--- config.mk ---
export PLATFORM = sky130hd
export DESIGN_NAME = aidr_top
export DESIGN_NICKNAME = d
export VERILOG_FILES = /design/src/hdl/aidr_pkg.sv /design/src/hdl/aidr_top.sv
export SDC_FILE = /design/constraint.sdc
export NUM_CORES = 1
export LEC_CHECK = 0
export ABC_AREA = 1
export BUFFER_PORTS_ARGS = -buffer_cell sky130_fd_sc_hd__buf_2
export CAP_MARGIN = 10
export CORE_MARGIN = 2
export CORE_UTILIZATION = 56
export DETAILED_ROUTE_END_ITERATION = 10
export GPL_TIMING_DRIVEN = 1
export PLACE_DENSITY = 0.81
export SKIP_CTS_REPAIR_TIMING = 1
export SLEW_MARGIN = 20
export SYNTH_ARGS = -nofsm -noshare
export SYNTH_HDL_FRONTEND = slang
export SYNTH_SLANG_ARGS = --single-unit
--- constraint.sdc ---
create_clock -name CLK -period 3.5 [get_ports CLK]
set_clock_uncertainty 0.15 [all_clocks]
set_input_delay 1.05 -clock CLK [delete_from_list [all_inputs] [get_ports CLK]]
set_output_delay 1.05 -clock CLK [all_outputs]
set_load 0.005 [all_outputs]
--- src/hdl/aidr_pkg.sv ---
package aidr_pkg;
	localparam int          AIDR_AXI_ADDR_W   = 8;
	localparam int          AIDR_NUM_SRC      = 3;
	// byte addresses of the register words
	localparam logic [7:0]  AIDR_OFS_ENCLR    = 8'h00;
	localparam logic [7:0]  AIDR_OFS_ENSET    = 8'h04;
	localparam logic [7:0]  AIDR_OFS_FLAG     = 8'h08;
	localparam logic [7:0]  AIDR_OFS_RESULT   = 8'h0C;
	localparam logic [7:0]  AIDR_OFS_CTRL     = 8'h10;
	// source bit positions in flag and enable words
	localparam int          AIDR_BIT_RESULT_READY = 0;
	localparam int          AIDR_BIT_WINHIT   = 1;
	localparam int          AIDR_BIT_OVERRUN  = 2;
	// control word fields
	localparam int          AIDR_CTRL_AVG_EN  = 0;
	localparam int          AIDR_CTRL_AVG_LSB = 1;
	localparam int          AIDR_CTRL_AVG_W   = 3;
	localparam int          AIDR_AVG_CNT_W    = 8;
	// reset values
	localparam logic [2:0]  AIDR_FLAG_RST     = 3'h0;
	localparam logic [2:0]  AIDR_EN_RST       = 3'h0;
	// bus responses
	localparam logic [1:0]  AIDR_RESP_OKAY    = 2'h0;
	localparam logic [1:0]  AIDR_RESP_SLVERR  = 2'h2;
	// decoded register selector
	typedef enum logic [2:0] {
		AIDR_SEL_ENCLR,
		AIDR_SEL_ENSET,
		AIDR_SEL_FLAG,
		AIDR_SEL_RESULT,
		AIDR_SEL_CTRL,
		AIDR_SEL_NONE
	} aidr_sel_t;
endpackage

--- src/hdl/aidr_top.sv ---
// Our own choices: the register addresses and the AXI4-Lite interface to the registers.
module aidr_top import aidr_pkg::*; #(
	parameter int DATA_W       = 12,
	parameter bit COMBINED_IRQ = 1'b0
) (
	input  wire logic                       CLK,
	input  wire logic                       RESET,
	input  wire logic                       CE,
	input  wire logic                       CONV_DONE,
	input  wire logic [DATA_W-1:0]          CONV_DATA,
	input  wire logic                       WINDOW_MONITOR_HIT,
	input  wire logic [AIDR_AXI_ADDR_W-1:0] AWADDR,
	input  wire logic                       AWVALID,
	output logic                            AWREADY,
	input  wire logic [31:0]                WDATA,
	input  wire logic [3:0]                 WSTRB,
	input  wire logic                       WVALID,
	output logic                            WREADY,
	output logic [1:0]                      BRESP,
	output logic                            BVALID,
	input  wire logic                       BREADY,
	input  wire logic [AIDR_AXI_ADDR_W-1:0] ARADDR,
	input  wire logic                       ARVALID,
	output logic                            ARREADY,
	output logic [31:0]                     RDATA,
	output logic [1:0]                      RRESP,
	output logic                            RVALID,
	input  wire logic                       RREADY,
	output logic                            DMA_RESULT_READY,
	output logic [AIDR_NUM_SRC-1:0]         IRQ
);

	localparam int ACC_W = DATA_W + AIDR_AVG_CNT_W;

	if (DATA_W < 1 || DATA_W > 24) begin : g_bad_width
		$error("DATA_W must lie between 1 and 24");
	end

	typedef struct packed {
		logic                        awready;
		logic                        wready;
		logic                        bvalid;
		logic [1:0]                  bresp;
		logic                        aw_have;
		logic                        w_have;
		logic [AIDR_AXI_ADDR_W-1:0]  awaddr;
		logic [31:0]                 wdata;
		logic [3:0]                  wstrb;
		logic                        arready;
		logic                        rvalid;
		logic [1:0]                  rresp;
		logic [31:0]                 rdata;
		logic [AIDR_NUM_SRC-1:0]     flag;
		logic [AIDR_NUM_SRC-1:0]     en;
		logic [AIDR_NUM_SRC-1:0]     irq;
		logic                        dma_req;
		logic [DATA_W-1:0]           result;
		logic                        avg_en;
		logic [AIDR_CTRL_AVG_W-1:0]  avg_log2;
		logic [AIDR_AVG_CNT_W-1:0]   avg_cnt;
		logic [ACC_W-1:0]            acc;
	} aidr_state_t;

	aidr_state_t st_q;
	aidr_state_t st_d;

	logic                    wr_do;
	logic                    rd_do;
	logic                    res_new;
	logic                    rd_result;
	logic [AIDR_NUM_SRC-1:0] flag_set;
	logic [AIDR_NUM_SRC-1:0] flag_clr;

	function automatic aidr_sel_t decode(input logic [AIDR_AXI_ADDR_W-1:0] addr);
		unique case (addr)
			AIDR_OFS_ENCLR:  decode = AIDR_SEL_ENCLR;
			AIDR_OFS_ENSET:  decode = AIDR_SEL_ENSET;
			AIDR_OFS_FLAG:   decode = AIDR_SEL_FLAG;
			AIDR_OFS_RESULT: decode = AIDR_SEL_RESULT;
			AIDR_OFS_CTRL:   decode = AIDR_SEL_CTRL;
			default:         decode = AIDR_SEL_NONE;
		endcase
	endfunction

	function automatic logic [AIDR_AVG_CNT_W-1:0] avg_last(input logic [AIDR_CTRL_AVG_W-1:0] n);
		avg_last = AIDR_AVG_CNT_W'((9'h001 << n) - 9'h001);
	endfunction

	////////////////////////////////////////////////////////////////////////////////
	always_comb begin
		logic [ACC_W-1:0] sum;
		aidr_sel_t        wsel;
		aidr_sel_t        rsel;
		sum       = '0;
		wsel      = AIDR_SEL_NONE;
		rsel      = AIDR_SEL_NONE;
		st_d      = st_q;
		res_new   = 1'b0;
		rd_result = 1'b0;
		flag_set  = '0;
		flag_clr  = '0;

		// write side: address and data are caught in either order
		if (AWVALID && st_q.awready) begin
			st_d.aw_have = 1'b1;
			st_d.awaddr  = AWADDR;
		end
		if (WVALID && st_q.wready) begin
			st_d.w_have = 1'b1;
			st_d.wdata  = WDATA;
			st_d.wstrb  = WSTRB;
		end
		if (st_q.bvalid && BREADY) begin
			st_d.bvalid = 1'b0;
		end
		wr_do = st_q.aw_have && st_q.w_have && !st_q.bvalid;
		if (wr_do) begin
			wsel         = decode(st_q.awaddr);
			st_d.aw_have = 1'b0;
			st_d.w_have  = 1'b0;
			st_d.bvalid  = 1'b1;
			st_d.bresp   = (wsel == AIDR_SEL_NONE) ? AIDR_RESP_SLVERR : AIDR_RESP_OKAY;
			if (st_q.wstrb[0]) begin
				unique case (wsel)
					AIDR_SEL_ENCLR: st_d.en = st_q.en & ~st_q.wdata[AIDR_NUM_SRC-1:0];
					AIDR_SEL_ENSET: st_d.en = st_q.en | st_q.wdata[AIDR_NUM_SRC-1:0];
					AIDR_SEL_FLAG:  flag_clr = st_q.wdata[AIDR_NUM_SRC-1:0];
					AIDR_SEL_CTRL: begin
						st_d.avg_en   = st_q.wdata[AIDR_CTRL_AVG_EN];
						st_d.avg_log2 = st_q.wdata[AIDR_CTRL_AVG_LSB +: AIDR_CTRL_AVG_W];
						// a new setting restarts a half-finished average, unless a conversion lands in the same cycle and overwrites acc and avg_cnt
						st_d.avg_cnt  = '0;
						st_d.acc      = '0;
					end
					AIDR_SEL_RESULT, AIDR_SEL_NONE: ;
				endcase
			end
		end
		// a bus ready is low while a word is held or a response waits
		st_d.awready = !st_d.aw_have && !st_d.bvalid;
		st_d.wready  = !st_d.w_have && !st_d.bvalid;

		// read side
		if (st_q.rvalid && RREADY) begin
			st_d.rvalid = 1'b0;
		end
		rd_do = ARVALID && st_q.arready;
		if (rd_do) begin
			rsel        = decode(ARADDR);
			st_d.rvalid = 1'b1;
			st_d.rresp  = AIDR_RESP_OKAY;
			st_d.rdata  = '0;
			unique case (rsel)
				AIDR_SEL_ENCLR, AIDR_SEL_ENSET: st_d.rdata = 32'(st_q.en);
				AIDR_SEL_FLAG:   st_d.rdata = 32'(st_q.flag);
				AIDR_SEL_RESULT: begin
					st_d.rdata = 32'(st_q.result);
					rd_result  = 1'b1;
				end
				AIDR_SEL_CTRL:   st_d.rdata = 32'({st_q.avg_log2, st_q.avg_en});
				AIDR_SEL_NONE:   st_d.rresp = AIDR_RESP_SLVERR;
			endcase
		end
		st_d.arready = !st_d.rvalid;

		// conversion results and averaging
		if (CONV_DONE) begin
			if (!st_q.avg_en) begin
				st_d.result = CONV_DATA;
				res_new     = 1'b1;
			end else begin
				sum = st_q.acc + ACC_W'(CONV_DATA);
				if (st_q.avg_cnt == avg_last(st_q.avg_log2)) begin
					// only the finished average reaches the result register
					st_d.result  = DATA_W'(sum >> st_q.avg_log2);
					st_d.acc     = '0;
					st_d.avg_cnt = '0;
					res_new      = 1'b1;
				end else begin
					st_d.acc     = sum;
					st_d.avg_cnt = AIDR_AVG_CNT_W'(st_q.avg_cnt + 8'h01);
				end
			end
		end

		// a result that lands in the same cycle as the read keeps the request up
		if (rd_result) begin
			st_d.dma_req = 1'b0;
		end
		if (res_new) begin
			st_d.dma_req = 1'b1;
		end

		// overrun: a result replaces one that was never read
		flag_set[AIDR_BIT_RESULT_READY] = res_new;
		flag_set[AIDR_BIT_WINHIT]  = WINDOW_MONITOR_HIT;
		flag_set[AIDR_BIT_OVERRUN] = res_new && st_q.dma_req && !rd_result;
		// set beats clear so no event is lost
		st_d.flag = (st_q.flag & ~flag_clr) | flag_set;

		if (COMBINED_IRQ) begin
			st_d.irq = AIDR_NUM_SRC'(|(st_d.flag & st_d.en));
		end else begin
			st_d.irq = st_d.flag & st_d.en;
		end
	end

	always_ff @(posedge CLK) begin
		if (RESET) begin
			st_q <= '0;
		end else if (CE) begin
			st_q <= st_d;
		end
	end

	assign AWREADY          = st_q.awready;
	assign WREADY           = st_q.wready;
	assign BVALID           = st_q.bvalid;
	assign BRESP            = st_q.bresp;
	assign ARREADY          = st_q.arready;
	assign RVALID           = st_q.rvalid;
	assign RRESP            = st_q.rresp;
	assign RDATA            = st_q.rdata;
	assign DMA_RESULT_READY = st_q.dma_req;
	assign IRQ              = st_q.irq;
endmodule

After elaboration in Yosys (flattened, before gate mapping)
Cells that the tools add are included.
{"block": "word_totals", "ff_bits": 110, "output_inout_bits": 45, "wordCells": 117}
{"block": "classes", "n_bitwise": 7, "n_shift": 2, "n_reduce_logical": 30, "n_mux": 34, "n_addsub": 3, "n_eq_ne": 19}
{"operator": "$mux W28", "n": 6}
{"operator": "$pmux W12 S4", "n": 1}
{"operator": "$mux W35", "n": 1}
{"operator": "$eq A8 B4 Y1 const B", "n": 4}
{"operator": "$pmux W3 S5", "n": 2}
{"operator": "$mux W12", "n": 2}
{"operator": "$mux W3", "n": 7}
{"operator": "$add A20 B12 Y20", "n": 1}
{"operator": "$shr A20 B3 Y12", "n": 1}
{"operator": "$eq A8 B3 Y1 const B", "n": 2}
{"operator": "$eq A8 B5 Y1 const B", "n": 2}
{"operator": "$logic_not A8 Y1", "n": 2}
{"operator": "$eq A3 B3 Y1 const B", "n": 4}
{"operator": "$logic_and A1 B1 Y1", "n": 11}
{"operator": "$mux W1", "n": 11}
{"operator": "$reduce_and A2 Y1", "n": 5}
{"operator": "$and A3 B3 Y3", "n": 3}
{"operator": "$eq A3 B2 Y1 const B", "n": 3}
{"operator": "$add A8 B1 Y8 const B", "n": 1}
{"operator": "$eq A8 B8 Y1", "n": 1}
{"operator": "$shl A1 B3 Y8 const A", "n": 1}
{"operator": "$sub A8 B1 Y8 const B", "n": 1}
{"operator": "$eq A3 B1 Y1 const B", "n": 2}
{"operator": "$logic_not A1 Y1", "n": 6}
{"operator": "11 further kinds", "n": 15}

Depth between registers and ports, before layout
{"block": "depth", "depth_word": 11, "mapped_depth": 16, "depth_no_buf": 16}

Least setup slack after synthesis
No wires, ideal clock.
{"block": "synth_path", "path_type": "input port to flip-flop", "startpoint": "in CONV_DATA[0]", "endpoint": "reg st_q[41] in the netlist's numbering", "required_ns": 3.218, "cell_stages": 16, "setup_time_ns": 0.132, "slack_ns": 0.660, "t_arrival_ns": 2.558, "path_cell_list": "ha_1 > fa_1 > nand2_1 > nand2_1 > nand3_1 > nand2_1 > nand2_1 > nand2_1 > nand2_1 > nand3_1 > nand3_1 > nand2_1 > inv_1 > nand3_1 > nand2_1 > a21oi_1"}
{"block": "synth_between", "elab_chain_cells": 4}
{"element": "from (decl)", "line": "aidr_top.sv:10", "text": "input wire logic [DATA_W-1:0] CONV_DATA,"}
{"element": "$add A20 B12 Y20", "line": "aidr_top.sv:172", "text": "sum = st_q.acc + ACC_W'(CONV_DATA);"}
{"element": "$shr A20 B3 Y12", "line": "aidr_top.sv:175", "text": "st_d.result = DATA_W'(sum >> st_q.avg_log2);"}
{"element": "$mux W12", "line": "aidr_top.sv:173", "text": "if (st_q.avg_cnt == avg_last(st_q.avg_log2)) begin"}
{"element": "$mux W12", "line": "aidr_top.sv:168", "text": "if (!st_q.avg_en) begin"}
{"element": "to (signal assigned)", "line": "aidr_top.sv:212", "text": "st_q <= st_d;"}
{"element": "to (decl)", "line": "aidr_top.sv:64", "text": "aidr_state_t st_q;"}
Every way passes these cells. The select of a mux whose other input is x is not followed.
A chain may end at the register's enable or synchronous reset.

Worst setup path in the final report
Ends and elaborated chain as after synthesis.

==> flow_summary.toml <==
[drt]
drc = 0
routedWlPerCell_um = 13.5
drtAntennaViolNets = 0
num_vias = 5717
wl_um = 14100
first_iter_violations = 414
first_pass_iters = 5
routed_via_density = 5.47

[yosys]
synth_edf_count = 0
synth_top_area_frac = 0.306
yosysSeqAreaShare = 0.306
synthCells = 877
synth.avg_cell_area_um2 = 6.49
yosysUniqueCellTypes = 46
yosys-top-cells-count = "nand2_1, nand3_1, a21oi_1"
synth_top_cell_by_area = "dfxtp_1"
ys_ff_latch = 87
synth_flop_cell = "dfxtp_1"
synth_warnings = 0
synth_most_common_cell = "nand2_1"
netlist_area_um2 = 5690
yosys-top-cells-area = "dfxtp_1, nand2_1, nand3_1"
async_reset_ff_frac = 0

[cts]
root_buffer = "clkbuf_8"
clk_path_buf_depth = 2
clock_sinks = 87
path_clk_slew_ns = 0.09
tritoncts = "built"
cts-buffers-inserted = 9
htree_levels = 3
clk_latency_ns = 0.37

[power]
p_leak_nw = 2.73
vdd_drop_max_v = 0.000243
powerDensity_nw_per_um2 = 337

[global_route]
track_usage = 0.260
grt_pass1_wl_um = 23800
met1_usage = 0.363
gr-usage-met2 = 0.414
gr-total-overflow = 0
busiest_layer = "met2"
grt_pass1_vias = 5037
antenna_found_initial = 0
grtUsageMet3 = 0.0362
grt_max_degree = 49

[setup_path]
startpoint_type = "input port"
max_stage_delay_ns = 0.49
critical-path-slowest-cell = "fa_1"
worstSetupPathType = "in -> reg"
path_cells = "buf_2 -> ha_1 -> fa_1 -> nand2_1 -> nand2_1 -> nand3_1 -> nand2_1 -> nand2_1 -> nand2_1 -> nand2_1 -> nand3_1 -> nand3_1 -> nand2_1 -> inv_1 -> nand3_1 -> nand2_1 -> a21oi_1"
reg2regPathDepth = 14
cp.arrival_ns = 3.00
cp_max_fo = 5
crit_path_frequent_cell = "nand2_1"
end_kind = "register"
worstPathRequired_ns = 3.58

[min_path]
min_path_type = "reg -> reg"
min_path_cells = 2

[final_layout]
syn2layout_area_growth_pct = 6.71
finalNetCount = 996
multi_input_area_um2 = 3200
fin_area_um2 = 6070
regArea_um2 = 1740
drive_above_1_share = 0.127
fill_cells = 972
num_antenna_cells = 0

[floorplan]
ioPinCount = 119
initial_core_util = 0.579
die_area_um2 = 11000
fp-row-count = 36
fp.dieW_um = 105
fp.dieH_um = 105
core_area_um2 = 9820

[sta]
worst_slack_ns = 0.584
rsz0062_at_grt = "no"
slew-limit-headroom = 0.442
fmax_mhz = 343
post-route-period-util = 0.833
tightest_slew_ns = 0.837
finalSetupTns_ns = 0
finalMaxSlewViolations = 0
hold_viol = 0
finalCriticalPeriod_ns = 2.92
hold_ws_ns = 0.306
setup_viol = 0

[status]
outcome = "finished clean"

[placement]
post-place-ws_ns = 0.252
place_area_um2 = 5860
place.gp.congestion = 0.941
dpl.hpwl_um = 10600
portBuffers = 65

[flow_run]
max-cap-violations = 0
[logic make-up after synthesis]
kind of cell	share of synthesized area
AND/OR/NAND/NOR	0.324
AO/OA/AOI/OAI	0.169
buffers and inverters	0.145
flip-flops	0.306
adder cells (fa/ha/maj)	0.0321
XOR/XNOR	0.0216
other	0.000659
multiplexers	0.00176
[layout make-up]
class | instances | area share
sequential | 87 | 0.287
timing repair buffer | 75 | 0.0660
tap | 133 | 0.0274
multi-input combinational | 644 | 0.528
clock buffer | 10 | 0.0227
clock inverter | 6 | 0.0124
inverter | 91 | 0.0571
[cell usage in the layout (no fill, tap or decap), types with 11 or more instances in the layout]
cell	n
buf_2	65
inv_1	83
nand4_1	11
xor2_1	11
conb_1	22
nand2_1	208
a21oi_1	93
nor2_1	47
ha_1	13
dfxtp_1	87
nand3_1	117
o21ai_0	56
[routing by layer]
metal / up-vias / wire length (µm) / share of wire
li1: 2913 / - / -
met1: 2582 / 6550 / 0.47
met2: 198 / 6460 / 0.46
met3: 24 / 724 / 0.051
met4: 0 / 342 / 0.024
met5: - / 0 / 0
[worst paths after layout]
check	from	endpoint	slack (ns)
max	CONV_DATA[0]	st_q[41]	0.58
min	st_q[132]	st_q[132]	0.31
max reg2reg	st_q[29]	st_q[40]	0.85
min reg2reg	st_q[132]	st_q[132]	0.31
[flip-flops by register name (all words and copies together), names as in the netlist]
signal and count:
BVALID 1, ARREADY 1, RVALID 1, DMA_RESULT_READY 1
WREADY 1, IRQ 3, AWREADY 1, RDATA 12
BRESP 1, RRESP 1, st_q 64
[critical path, delay by kind of cell]
kind                       cells  cell delay, ns
AOI/OAI and AO/OA              1            0.06
and+or+nand+nor               12            0.98
buffers and inverters          2            0.17
adders and majority gates      2            0.73
[per-stage QoR]
stage | power [mW] | util | cells
global route | 2.13 | 0.618 | 1046
finish | 2.05 | 0.618 | 1046
floorplan | 1.24 | - | 898
global placement | 1.30 | 0.597 | 1030
detailed placement | 1.30 | 0.597 | 1030
CTS | 2.05 | 0.618 | 1046
[report_power, final]
part           switching [mW]  total [mW]  internal, mW
Clock                   0.404       0.765         0.361
Combinational           0.155       0.239        0.0840
Sequential             0.0224        1.04          1.02
Total                   0.581        2.05          1.47
No activity file was read; power rests on OpenSTA's default activity.
